===== src/design/ltg_map.svh =====
`ifndef LTG_MAP_SVH
`define LTG_MAP_SVH

// clock and time base
`define LTG_CLK_HZ 32'h0BEB_C200
`define LTG_CLK_NS 5
`define LTG_US_NS 1000
`define LTG_US_CYC (`LTG_US_NS / `LTG_CLK_NS)
`define LTG_LAMP_LEN_US 20'h0_000A

// register byte offsets
`define LTG_OFF_CTRL 8'h00
`define LTG_OFF_REP_HZ 8'h04
`define LTG_OFF_EXT_HZ 8'h08
`define LTG_OFF_START_DLY 8'h0C
`define LTG_OFF_L2A 8'h10
`define LTG_OFF_ACQ_LEN 8'h14
`define LTG_OFF_A2Q 8'h18
`define LTG_OFF_Q_LEN 8'h1C
`define LTG_OFF_QSW_DLY 8'h20
`define LTG_OFF_GATE_ON 8'h24
`define LTG_OFF_GATE_OFF 8'h28
`define LTG_OFF_STATUS 8'h2C
`define LTG_NUM_RW 11

// control field positions
`define LTG_CTRL_EXT 0
`define LTG_CTRL_SCN 1
`define LTG_CTRL_EN 3

// reset value of every writable register
`define LTG_RST_VAL 32'h0000_0000

`endif


===== src/design/ltg_pkg.sv =====
package ltg_pkg;

  typedef enum logic [1:0] {
    LTG_IDLE,
    LTG_WAIT,
    LTG_RUN
  } ltg_state_type;

  typedef enum logic [1:0] {
    LTG_SCN_DIRECT,
    LTG_SCN_LMASTER,
    LTG_SCN_LSLAVE,
    LTG_SCN_RSVD
  } ltg_scn_type;

  typedef struct packed {
    logic lamp;
    logic acq;
    logic qsw;
    logic gate;
  } ltg_pulse_type;

  typedef struct packed {
    logic ext;
    ltg_scn_type scn;
    ltg_pulse_type en;
    logic [31:0] rep_hz;
    logic [19:0] start_dly;
    logic [19:0] l2a;
    logic [19:0] acq_len;
    logic [19:0] a2q;
    logic [19:0] q_len;
    logic [19:0] qsw_dly;
    logic [19:0] gate_on;
    logic [19:0] gate_off;
  } ltg_cfg_type;

endpackage


===== src/design/ltg_top.sv =====
// Chosen here: register access over AHB-Lite and the address map.
`timescale 1ns/1ps
`include "ltg_map.svh"

// Notes on behaviour
// RULE1: select internal or external trigger source
// RULE2: chained sub-board runs with external source
// RULE3: external mode waits programmed start delay
// RULE4: unsupported start delay means zero delay
// RULE5: new settings apply only between cycles
// RULE6: internal cycles repeat at rate in hertz
// RULE7: acquisition starts delay after lamp
// RULE8: acquisition pulse has programmed length
// RULE9: Q-switch starts delay after acquisition
// RULE10: Q-switch pulse has programmed length
// RULE11: each pulse output has own enable
// RULE12: laser master: gate on after trigger
// RULE13: laser master: gate off after trigger
// RULE14: gate output only while gate enabled
// RULE15: laser slave: Q-switch delay after lamp
// RULE16: laser slave: gate on after Q-switch
// RULE17: laser slave: gate off after Q-switch
// RULE18: times are whole system clock counts
module ltg_top #(
  parameter bit START_DLY_EN = 1'b1,
  parameter logic [19:0] LAMP_LEN_US = `LTG_LAMP_LEN_US
) (
  input wire logic hclk,
  input wire logic hresetn,
  input wire logic hsel,
  input wire logic [31:0] haddr,
  input wire logic [1:0] htrans,
  input wire logic hwrite,
  input wire logic [2:0] hsize,
  input wire logic [31:0] hwdata,
  input wire logic hready,
  output logic [31:0] hrdata,
  output logic hreadyout,
  output logic hresp,
  input wire logic ext_trig,
  output ltg_pkg::ltg_pulse_type pulses
);
  import ltg_pkg::*;

  localparam int NRW = `LTG_NUM_RW;
  localparam int US_CYC = `LTG_US_CYC;
  localparam int I_CTRL = int'(`LTG_OFF_CTRL) / 4;
  localparam int I_REP = int'(`LTG_OFF_REP_HZ) / 4;
  localparam int I_SDLY = int'(`LTG_OFF_START_DLY) / 4;
  localparam int I_L2A = int'(`LTG_OFF_L2A) / 4;
  localparam int I_ACQ = int'(`LTG_OFF_ACQ_LEN) / 4;
  localparam int I_A2Q = int'(`LTG_OFF_A2Q) / 4;
  localparam int I_QLEN = int'(`LTG_OFF_Q_LEN) / 4;
  localparam int I_QDLY = int'(`LTG_OFF_QSW_DLY) / 4;
  localparam int I_GON = int'(`LTG_OFF_GATE_ON) / 4;
  localparam int I_GOFF = int'(`LTG_OFF_GATE_OFF) / 4;
  localparam int I_STAT = int'(`LTG_OFF_STATUS) / 4;

  // bus slave
  logic [31:0] regs_ff [NRW];
  logic wr_ff;
  logic nxt_wr;
  logic [3:0] widx_ff;
  logic [3:0] nxt_widx;
  logic [31:0] rdata_ff;
  logic [31:0] nxt_rdata;
  logic [31:0] status;
  logic take;
  logic mapped;
  logic [3:0] aidx;

  assign hreadyout = 1'b1;
  assign hresp = 1'b0;
  assign hrdata = rdata_ff;
  assign take = hsel & htrans[1] & hready;
  assign aidx = haddr[5:2];
  assign mapped = (haddr[31:6] == 26'h000_0000) && (int'(aidx) <= I_STAT);

  always_comb begin
    nxt_wr = take & hwrite & mapped & (int'(aidx) < NRW);
    nxt_widx = take ? aidx : widx_ff;
    nxt_rdata = rdata_ff;
    if (take && !hwrite) begin
      if (!mapped) begin
        nxt_rdata = 32'h0000_0000;
      end else if (int'(aidx) == I_STAT) begin
        nxt_rdata = status;
      end else begin
        nxt_rdata = regs_ff[aidx];
      end
    end
  end

  always_ff @(posedge hclk or negedge hresetn) begin
    if (!hresetn) begin
      wr_ff <= 1'b0;
      widx_ff <= 4'h0;
      rdata_ff <= 32'h0000_0000;
    end else begin
      wr_ff <= nxt_wr;
      widx_ff <= nxt_widx;
      rdata_ff <= nxt_rdata;
    end
  end

  for (genvar i = 0; i < NRW; i++) begin : g_reg
    logic [31:0] nxt_r;
    always_comb begin
      nxt_r = regs_ff[i];
      if (wr_ff && widx_ff == 4'(i)) begin
        nxt_r = hwdata;
      end
    end
    always_ff @(posedge hclk or negedge hresetn) begin
      if (!hresetn) begin
        regs_ff[i] <= `LTG_RST_VAL;
      end else begin
        regs_ff[i] <= nxt_r;
      end
    end
  end

  // configuration staging
  ltg_cfg_type reg_cfg;
  ltg_cfg_type cfg_ff;
  ltg_cfg_type nxt_cfg;
  ltg_state_type state_ff;
  ltg_state_type nxt_state;
  logic start_ev;

  always_comb begin
    reg_cfg.ext = regs_ff[I_CTRL][`LTG_CTRL_EXT];
    reg_cfg.scn = ltg_scn_type'(regs_ff[I_CTRL][`LTG_CTRL_SCN +: 2]);
    reg_cfg.en = ltg_pulse_type'(regs_ff[I_CTRL][`LTG_CTRL_EN +: 4]);
    reg_cfg.rep_hz = regs_ff[I_REP];
    reg_cfg.start_dly = regs_ff[I_SDLY][19:0];
    reg_cfg.l2a = regs_ff[I_L2A][19:0];
    reg_cfg.acq_len = regs_ff[I_ACQ][19:0];
    reg_cfg.a2q = regs_ff[I_A2Q][19:0];
    reg_cfg.q_len = regs_ff[I_QLEN][19:0];
    reg_cfg.qsw_dly = regs_ff[I_QDLY][19:0];
    reg_cfg.gate_on = regs_ff[I_GON][19:0];
    reg_cfg.gate_off = regs_ff[I_GOFF][19:0];
    // RULE5: apply only when idle
    nxt_cfg = (state_ff == LTG_IDLE && !start_ev) ? reg_cfg : cfg_ff;
  end

  always_ff @(posedge hclk or negedge hresetn) begin
    if (!hresetn) begin
      cfg_ff <= '0;
    end else begin
      cfg_ff <= nxt_cfg;
    end
  end

  // trigger input synchroniser and edge
  logic s1_ff;
  logic s2_ff;
  logic s3_ff;
  logic ext_edge;

  always_ff @(posedge hclk or negedge hresetn) begin
    if (!hresetn) begin
      s1_ff <= 1'b0;
      s2_ff <= 1'b0;
      s3_ff <= 1'b0;
    end else begin
      s1_ff <= ext_trig;
      s2_ff <= s1_ff;
      s3_ff <= s2_ff;
    end
  end

  assign ext_edge = s2_ff & ~s3_ff;

  // source select and repetition accumulator
  logic ext_mode;
  logic int_tick;
  logic [31:0] acc_ff;
  logic [31:0] nxt_acc;
  logic [32:0] acc_sum;

  // RULE1: source select
  // RULE2: external source for chained boards
  assign ext_mode = (cfg_ff.scn == LTG_SCN_LMASTER) ||
                    (cfg_ff.ext && cfg_ff.scn != LTG_SCN_LSLAVE);

  always_comb begin
    acc_sum = {1'b0, acc_ff} + {1'b0, cfg_ff.rep_hz};
    int_tick = 1'b0;
    nxt_acc = acc_ff;
    if (ext_mode || cfg_ff.rep_hz == 32'h0000_0000) begin
      nxt_acc = 32'h0000_0000;
    // RULE6: rate in hertz
    // RULE18: next whole clock count
    end else if (acc_sum >= {1'b0, `LTG_CLK_HZ}) begin
      int_tick = 1'b1;
      nxt_acc = 32'(acc_sum - {1'b0, `LTG_CLK_HZ});
    end else begin
      nxt_acc = acc_sum[31:0];
    end
  end

  always_ff @(posedge hclk or negedge hresetn) begin
    if (!hresetn) begin
      acc_ff <= 32'h0000_0000;
    end else begin
      acc_ff <= nxt_acc;
    end
  end

  assign start_ev = ext_mode ? ext_edge : int_tick;

  // timing chain in microsecond steps
  logic [7:0] div_ff;
  logic [7:0] nxt_div;
  logic [19:0] t_ff;
  logic [19:0] nxt_t;
  logic us_tick;
  logic use_dly;

  assign us_tick = div_ff == 8'(US_CYC - 1);
  // RULE4: delay ignored when unsupported
  assign use_dly = START_DLY_EN && cfg_ff.start_dly != 20'h0_0000;

  logic [21:0] tt;
  logic [21:0] q_st;
  logic [21:0] g_ref;
  logic [21:0] acq_end;
  logic [21:0] q_end;
  logic [21:0] g_on;
  logic [21:0] g_off;
  logic [21:0] end_t;
  ltg_pulse_type win;
  ltg_pulse_type nxt_pulses;

  always_comb begin
    tt = {2'b00, t_ff};
    // RULE9: direct mode Q-switch after acquisition
    // RULE15: slave mode Q-switch after lamp
    q_st = (cfg_ff.scn == LTG_SCN_LSLAVE) ? {2'b00, cfg_ff.qsw_dly} :
           {2'b00, cfg_ff.l2a} + {2'b00, cfg_ff.a2q};
    // RULE12: master gate refers to trigger
    // RULE16: slave gate refers to Q-switch
    g_ref = (cfg_ff.scn == LTG_SCN_LMASTER) ? 22'h00_0000 : q_st;
    acq_end = {2'b00, cfg_ff.l2a} + {2'b00, cfg_ff.acq_len};
    q_end = q_st + {2'b00, cfg_ff.q_len};
    g_on = g_ref + {2'b00, cfg_ff.gate_on};
    g_off = g_ref + {2'b00, cfg_ff.gate_off};
    win.lamp = cfg_ff.scn != LTG_SCN_LMASTER && tt < {2'b00, LAMP_LEN_US};
    // RULE7: acquisition start
    // RULE8: acquisition length
    win.acq = cfg_ff.scn == LTG_SCN_DIRECT &&
              tt >= {2'b00, cfg_ff.l2a} && tt < acq_end;
    // RULE10: Q-switch length
    win.qsw = cfg_ff.scn != LTG_SCN_LMASTER && tt >= q_st && tt < q_end;
    // RULE13: gate off time
    // RULE17: gate off time
    win.gate = tt >= g_on && tt < g_off;
    end_t = {2'b00, LAMP_LEN_US};
    if (acq_end > end_t) begin
      end_t = acq_end;
    end
    if (q_end > end_t) begin
      end_t = q_end;
    end
    if (g_off > end_t) begin
      end_t = g_off;
    end
    // RULE11: per output enable
    // RULE14: gate enable
    nxt_pulses = (state_ff == LTG_RUN) ? (win & cfg_ff.en) : '0;
  end

  always_comb begin
    nxt_state = state_ff;
    nxt_t = t_ff;
    // RULE18: whole clock counts per microsecond
    nxt_div = us_tick ? 8'h00 : div_ff + 8'h01;
    case (state_ff)
      LTG_IDLE: begin
        nxt_div = 8'h00;
        nxt_t = 20'h0_0000;
        if (start_ev) begin
          // RULE3: wait start delay first
          nxt_state = (ext_mode && use_dly) ? LTG_WAIT : LTG_RUN;
        end
      end
      LTG_WAIT: begin
        if (us_tick) begin
          nxt_t = t_ff + 20'h0_0001;
          if (nxt_t == cfg_ff.start_dly) begin
            nxt_state = LTG_RUN;
            nxt_t = 20'h0_0000;
          end
        end
      end
      LTG_RUN: begin
        if (tt >= end_t) begin
          nxt_state = LTG_IDLE;
        end else if (us_tick) begin
          nxt_t = t_ff + 20'h0_0001;
        end
      end
      default: begin
        nxt_state = LTG_IDLE;
      end
    endcase
  end

  always_ff @(posedge hclk or negedge hresetn) begin
    if (!hresetn) begin
      state_ff <= LTG_IDLE;
      div_ff <= 8'h00;
      t_ff <= 20'h0_0000;
      pulses <= '0;
    end else begin
      state_ff <= nxt_state;
      div_ff <= nxt_div;
      t_ff <= nxt_t;
      pulses <= nxt_pulses;
    end
  end

  assign status = 32'({ext_mode, state_ff != LTG_IDLE, pulses});
endmodule


===== config.mk =====
export PLATFORM = sky130hd
export DESIGN_NAME = ltg_top
export DESIGN_NICKNAME = d
export VERILOG_FILES = /design/src/design/ltg_pkg.sv /design/src/design/ltg_top.sv
export VERILOG_INCLUDE_DIRS = /design/src /design/src/design
export SDC_FILE = /design/constraint.sdc
export NUM_CORES = 2
export LEC_CHECK = 0
export BUFFER_PORTS_ARGS = -buffer_cell sky130_fd_sc_hd__buf_2
export CAP_MARGIN = 0
export CORE_UTILIZATION = 46
export DETAILED_ROUTE_END_ITERATION = 12
export MAX_ROUTING_LAYER = met4
export PLACE_DENSITY_LB_ADDON = 0.1
export SETUP_SLACK_MARGIN = 0.3
export SKIP_LAST_GASP = 1
export SLEW_MARGIN = 20
export SYNTH_ARGS = -nofsm -noshare
export SYNTH_HDL_FRONTEND = slang
export SYNTH_SLANG_ARGS = --single-unit

===== constraint.sdc =====
create_clock -name hclk -period 30.6 [get_ports hclk]
set_input_delay 4.59 -clock hclk [delete_from_list [all_inputs] [get_ports hclk]]
set_output_delay 4.59 -clock hclk [all_outputs]
set_load 0.05 [all_outputs]

# After elaboration in Yosys (flattened, before gate mapping)
# Cells that the tools add are included.
[classes]
add_sub_neg = 9
magnitude_cmp = 15
eq_ne = 25
n_mux = 29
bitwise_logic = 9
reduce_logical = 36
[ops]
columns = ["cell", "count"]
rows = [
  ["32-bit two-way mux", 6],
  ["32-bit binary-select mux with 4-bit select", 1],
  ["20-bit two-way mux", 4],
  ["21-bit by 20-bit adder with 22-bit output", 3],
  ["22-bit two-way mux", 3],
  ["20-bit case mux with 3 select lines", 1],
  ["20-bit by 22-bit >= comparator with 1-bit output", 2],
  ["22-bit > comparator", 2],
  ["20-bit by 22-bit < comparator with 1-bit output", 2],
  ["20-bit by 20-bit adder with 21-bit output", 2],
  ["21-bit two-way mux", 2],
  ["32-bit by 32-bit adder with 33-bit output", 1],
  ["33-bit by 28-bit >= comparator with 1-bit output (second input constant)", 1],
  ["32-bit zero test", 1],
  ["32-bit by 28-bit subtractor with 32-bit output (second input constant)", 1],
  ["26-bit zero test", 1],
  ["1-bit logical AND", 22],
  ["20-bit by 21-bit >= comparator with 1-bit output", 1],
  ["21-bit by 4-bit > comparator with 1-bit output (second input constant)", 1],
  ["20-bit by 21-bit < comparator with 1-bit output", 1],
  ["20-bit by 1-bit adder with 20-bit output (second input constant)", 1],
  ["20-bit == test", 1],
  ["20-bit >= comparator", 1],
  ["20-bit by 4-bit < comparator with 1-bit output (second input constant)", 1],
  ["30 further kinds", 61],
]
[totals]
ff_bits = 657
in_bits = 75
output_inout_bits = 38
elab_cells = 163

# Longest topological paths before layout
[logic_depth]
ltp_word = 10
depth_mapped = 58
ltp_nobuf = 54

# Worst setup path before layout
# No wires, ideal clock.
[synth_timing]
kind = "reg2reg"
from = "register cfg_ff[120] in the netlist's numbering"
to = "register t_ff[15]"
setup_time_ns = 0.096
arrival_time_ns = 10.645
required_time_ns = 30.504
path_slack_ns = 19.859
stages_incl_launch_ff = 56
n_path_buf = 4
synth_period_minus_slack_ns = 10.741
cell_sequence = "dfrtp_1 ha_1 inv_1 fa_1 nor2b_1 nor3_1 o21ai_0 nand4_1 a21boi_0 o21ai_0 nand2b_1 a21oi_1 xor2_1 nor2_1 a21oi_1 inv_1 ha_1 nand4_1 [... 20 more ...] a31oi_1 clkbuf_1 mux2_2 ha_1 a21o_1 a211o_1 a31oi_1 o31ai_1 o2111ai_1 nand3_1 o2111ai_1 a21oi_1 o2111ai_1 a31oi_1 or3_1 clkbuf_1 clkbuf_1 o31ai_1"
[synth_between]
elab_chain_cells = 10
word_cells_on_any_way = 15
cone_classes = "add/sub (4); order compare (4); eq/ne (1); mux (5); reduce/logical (1)"
[synth_rtl]
columns = ["item", "line", "text"]
rows = [
  ["start, declared", "ltg_top.sv:125", "ltg_cfg_type cfg_ff;"],
  ["start signal, assigned", "ltg_top.sv:152", "cfg_ff <= nxt_cfg;"],
  ["20-bit by 20-bit adder with 21-bit output (on tied branches)", "ltg_top.sv:242, ltg_top.sv:246", ""],
  ["21-bit two-way mux or 21-bit by 4-bit > comparator with 1-bit output (tied branches)", "ltg_top.sv:241, ltg_top.sv:261", ""],
  ["21-bit by 20-bit adder with 22-bit output or 22-bit two-way mux (tied branches)", "ltg_top.sv:247, ltg_top.sv:261", ""],
  ["22-bit > comparator", "ltg_top.sv:264", "if (q_end > end_t) begin"],
  ["22-bit two-way mux", "ltg_top.sv:264", ""],
  ["22-bit > comparator", "ltg_top.sv:267", "if (g_off > end_t) begin"],
  ["22-bit two-way mux *", "ltg_top.sv:267", ""],
  ["20-bit by 22-bit >= comparator with 1-bit output *", "ltg_top.sv:299", "if (tt >= end_t) begin"],
  ["2-bit != test (no line) *", "n/a", ""],
  ["4-bit AND reduction (no line) *", "n/a", ""],
  ["end signal, assigned", "ltg_top.sv:320", "t_ff <= nxt_t;"],
  ["end, declared", "ltg_top.sv:217", "logic [19:0] t_ff;"],
]
# Every way passes the cells marked *; elsewhere a longest branch is shown, timed or not.
# A chain may end at the register's enable or synchronous reset.

# Worst setup path in the final report
[layout_timing]
from = "register cfg_ff[120] in the netlist's numbering"
to = "register t_ff[14]"
# The elaborated chain is that of the path after synthesis.

==> results by group <==
Worst hold path
  • Hold depth: 0
  • Worst hold start: s1_ff$_DFF_PN0_
  • Min-delay worst type: flop to flop
  • Hold path endpoint: s2_ff$_DFF_PN0_

Synth
  • Mapped Cells: 3621
  • Post-synth top area share: 40.30%
  • Synth warnings: 0
  • Cell Area, Synth: 40800 sq um
  • Largest area contributor in the netlist: dfrtp_1
  • Register area share after synthesis: 40.30%
  • Synth cell types: 90
  • FFs w/ async S/R, synth: 100.0%
  • Synth Register Bits: 657
  • Ys flop type: dfrtp_1
  • Post-Syn Area per Cell: 11.27 sq um
  • Number of flops mapped to enable cells by yosys: 0
  • Synth top area cells: dfrtp_1, mux2_2, ha_1
  • Syn_nets: 4018

STA
  • Actual slew at the worst max-slew pin: 1.167 ns
  • Rel. slew slack: 20.17%
  • Fmax: 71.32 MHz
  • Final min period: 14.02 ns
  • Final hold vios: 0
  • Hold slack: 0.3482 ns
  • Final Setup Violations: 0
  • Final slew viol count: 0
  • Final Cycle Share: 45.82%
  • RSZ-0062 raised after global routing: no
  • Skew final: 0.03519 ns
  • Post-Route Setup TNS: 0 ns

Final layout
  • Final instance area: 45080 sq um
  • Share of layout cells above drive strength 1: 26.22%
  • Commonest non-fill, non-tap cell in the layout: dfrtp_1
  • Fill count: 7767
  • Commonest non-fill, non-tap cells in the layout: dfrtp_1, mux2_2, ha_1
  • Final Net Count: 4066
  • Area grow syn2layout: 10.49%

Power and ir drop
  • Peak supply drop: 0.07960 mV
  • Leakage power: 21.76 nW
  • Total chip power: 4.201 mW
  • Pwr Density: 93.19 nW/um^2

GRT
  • Total GRT Usage: 28.67%
  • Largest net degree at the start of global routing: 165
  • Grt ovf: 0
  • Global-route wire length before repair: 190.0 mm
  • Initial antenna violation count: 9
  • Vias in the first global route: 30529

Drt
  • DR vias: 29430
  • # DRC: 0
  • Number of iterations in the first detailed-routing pass: 6
  • Final ANT Viol Nets: 0
  • DRT iter0 DRCs: 2033
  • Vias per inst: 6.022
  • WL per Instance: 25.37 um
  • Final wirelength: 124.0 mm

Die
  • Num rows: 108
  • Die ar.: 89880 sq um
  • Height of the die: 299.8 um
  • Die X: 299.8 um
  • Core ar.: 87290 sq um
  • Top Ports: 113
  • Initial core utilization: 46.73%

CTS
  • CTS Buffer Depth: 3
  • TritonCTS clock tree: built
  • Hold_buf cts: 0
  • Cts repair resizes: 0
  • Cts bufs inserted: 75
  • CTS Sinks: 657
  • Worst skew pair latency: 0.64 ns
  • Worst-path clk slew: 0.06 ns
  • H-Tree Depth: 3
  • Post-CTS setup buffers: 0
  • CTS root buf: clkbuf_16

Place
  • GP Congestion: 0.9490
  • DP HPWL: 91.44 mm
  • Port Buf Inserts: 104
  • Area post-placement: 42420 sq um

Outcome
  • Status: finished, final reports clean

Critical path
  • Worst Reg-to-Reg Cells: 54
  • Worst R2R End: t_ff[14]$_DFFE_PN0P_
  • WS Path Type: flop to flop
  • Top Family by Delay on Critical Path: compound AO/OA/AOI/OAI gates
  • Crit Path Max Fanout: 28
  • CP most frequent cell: a21oi_1
  • Worst path slowest cell: o21ai_0
  • Worst Setup Start Kind: flop
  • Arr. time, crit path: 14.47 ns
  • Flop2flop setup slack: 16.58 ns
  • Buffers and inverters on the worst path: 6
  • Critical Path RT: 31.05 ns
  • CP endpoint kind: flop
  • R2r startpoint: cfg_ff[120]$_DFFE_PN0P_
  • CP peak stage delay: 0.69 ns

Job
  • Max-cap violations: 0
==> synthesized netlist by cell type, drive strengths merged (26+ instances only) <==
library cell and count:
nand4 40, o21ai 188, o211ai 40, nor2b 30
nor3 46, dfrtp 657, nand3 52, o31ai 45
clkbuf 135, xor2 50, a21oi 160, xnor2 94
mux2 595, ha 316, inv 146, and3 30
a22o 28, a21o 85, o21a 26, nand2b 47
mux4 64, nand2 166, buf 52, nor4 38
nor2 163, mux2i 40
==> worst max-delay path by stage <==
stage / start / endpoint / slack, ns / cells past startpoint
final: cfg_ff[120]$_DFFE_PN0P_ / t_ff[14]$_DFFE_PN0P_ / 16.58 / 54
after global routing: cfg_ff[120]$_DFFE_PN0P_ / t_ff[14]$_DFFE_PN0P_ / 15.65 / 54
after CTS: cfg_ff[120]$_DFFE_PN0P_ / t_ff[2]$_DFFE_PN0P_ / 16.57 / 54
after detailed placement: cfg_ff[120]$_DFFE_PN0P_ / t_ff[2]$_DFFE_PN0P_ / 16.63 / 54
after global placement: cfg_ff[120]$_DFFE_PN0P_ / t_ff[14]$_DFFE_PN0P_ / 16.76 / 54
after floorplan: cfg_ff[120]$_DFFE_PN0P_ / t_ff[15]$_DFFE_PN0P_ / 19.86 / 55
==> power by group <==
group / switching, mW / internal (mW)
clock: 0.368 / 0.581
sequential: 0.102 / 0.963
combinational: 1.26 / 0.925
total: 1.73 / 2.47
==> sequential cells by signal (all words and copies together), names as in the netlist <==
name      cells
t_ff         20
regs_ff     153
widx_ff       4
wr_ff         1
s2_ff         1
reg_cfg     199
state_ff      2
acc_ff       32
s3_ff         1
div_ff        8
pulses        4
cfg_ff      199
hrdata       32
s1_ff         1
==> cell type report <==
class	count	area, sq um	share of cell area [%]
Inverter	146	548.0	1.216
Tap cell	1155	1445	3.206
Antenna cell	9	22.52	0.04996
Clock buffer	115	2271	5.038
Multi-Input combinational cell	2631	23030	51.09
Timing Repair Buffer	158	960.9	2.132
Clock inverter	16	360.3	0.7994
Sequential cell	657	16440	36.47
==> stage by stage <==
stage | std cells | util, % | worst slack [ns]
3_3_place_gp | 4747 | 48.59 | 16.76
3_5_place_dp | 4747 | 48.59 | 16.63
4_1_cts | 4878 | 51.61 | 16.57
5_1_grt | 4886 | 51.63 | 15.65
2_1_floorplan | 3621 | - | 19.86
6_report | 4887 | 51.64 | 16.58
==> cells by family (layout without fill, tap and decap cells) <==
family | count (synthesis) | count (layout) | synth area share (%)
compound gates | 748 | 748 | 12.25
xor+xnor | 144 | 144 | 3.091
fa+ha+maj | 325 | 325 | 10.06
buf+inv | 333 | 435 | 3.469
flops | 657 | 657 | 40.30
mux | 699 | 699 | 21.95
other cells | 2 | 11 | 0.01841
simple gates | 713 | 713 | 8.866
==> metal layers <==
metal	vias to the layer above	part of all wire, %	GRT usage (%)
met4	0	2.7	8.151
met3	175	4.3	3.353
met5	-	0	-
li1	13497	-	-
met1	15047	44	37.31
met2	711	49	47.15
Power figures use the tool's default switching activity.
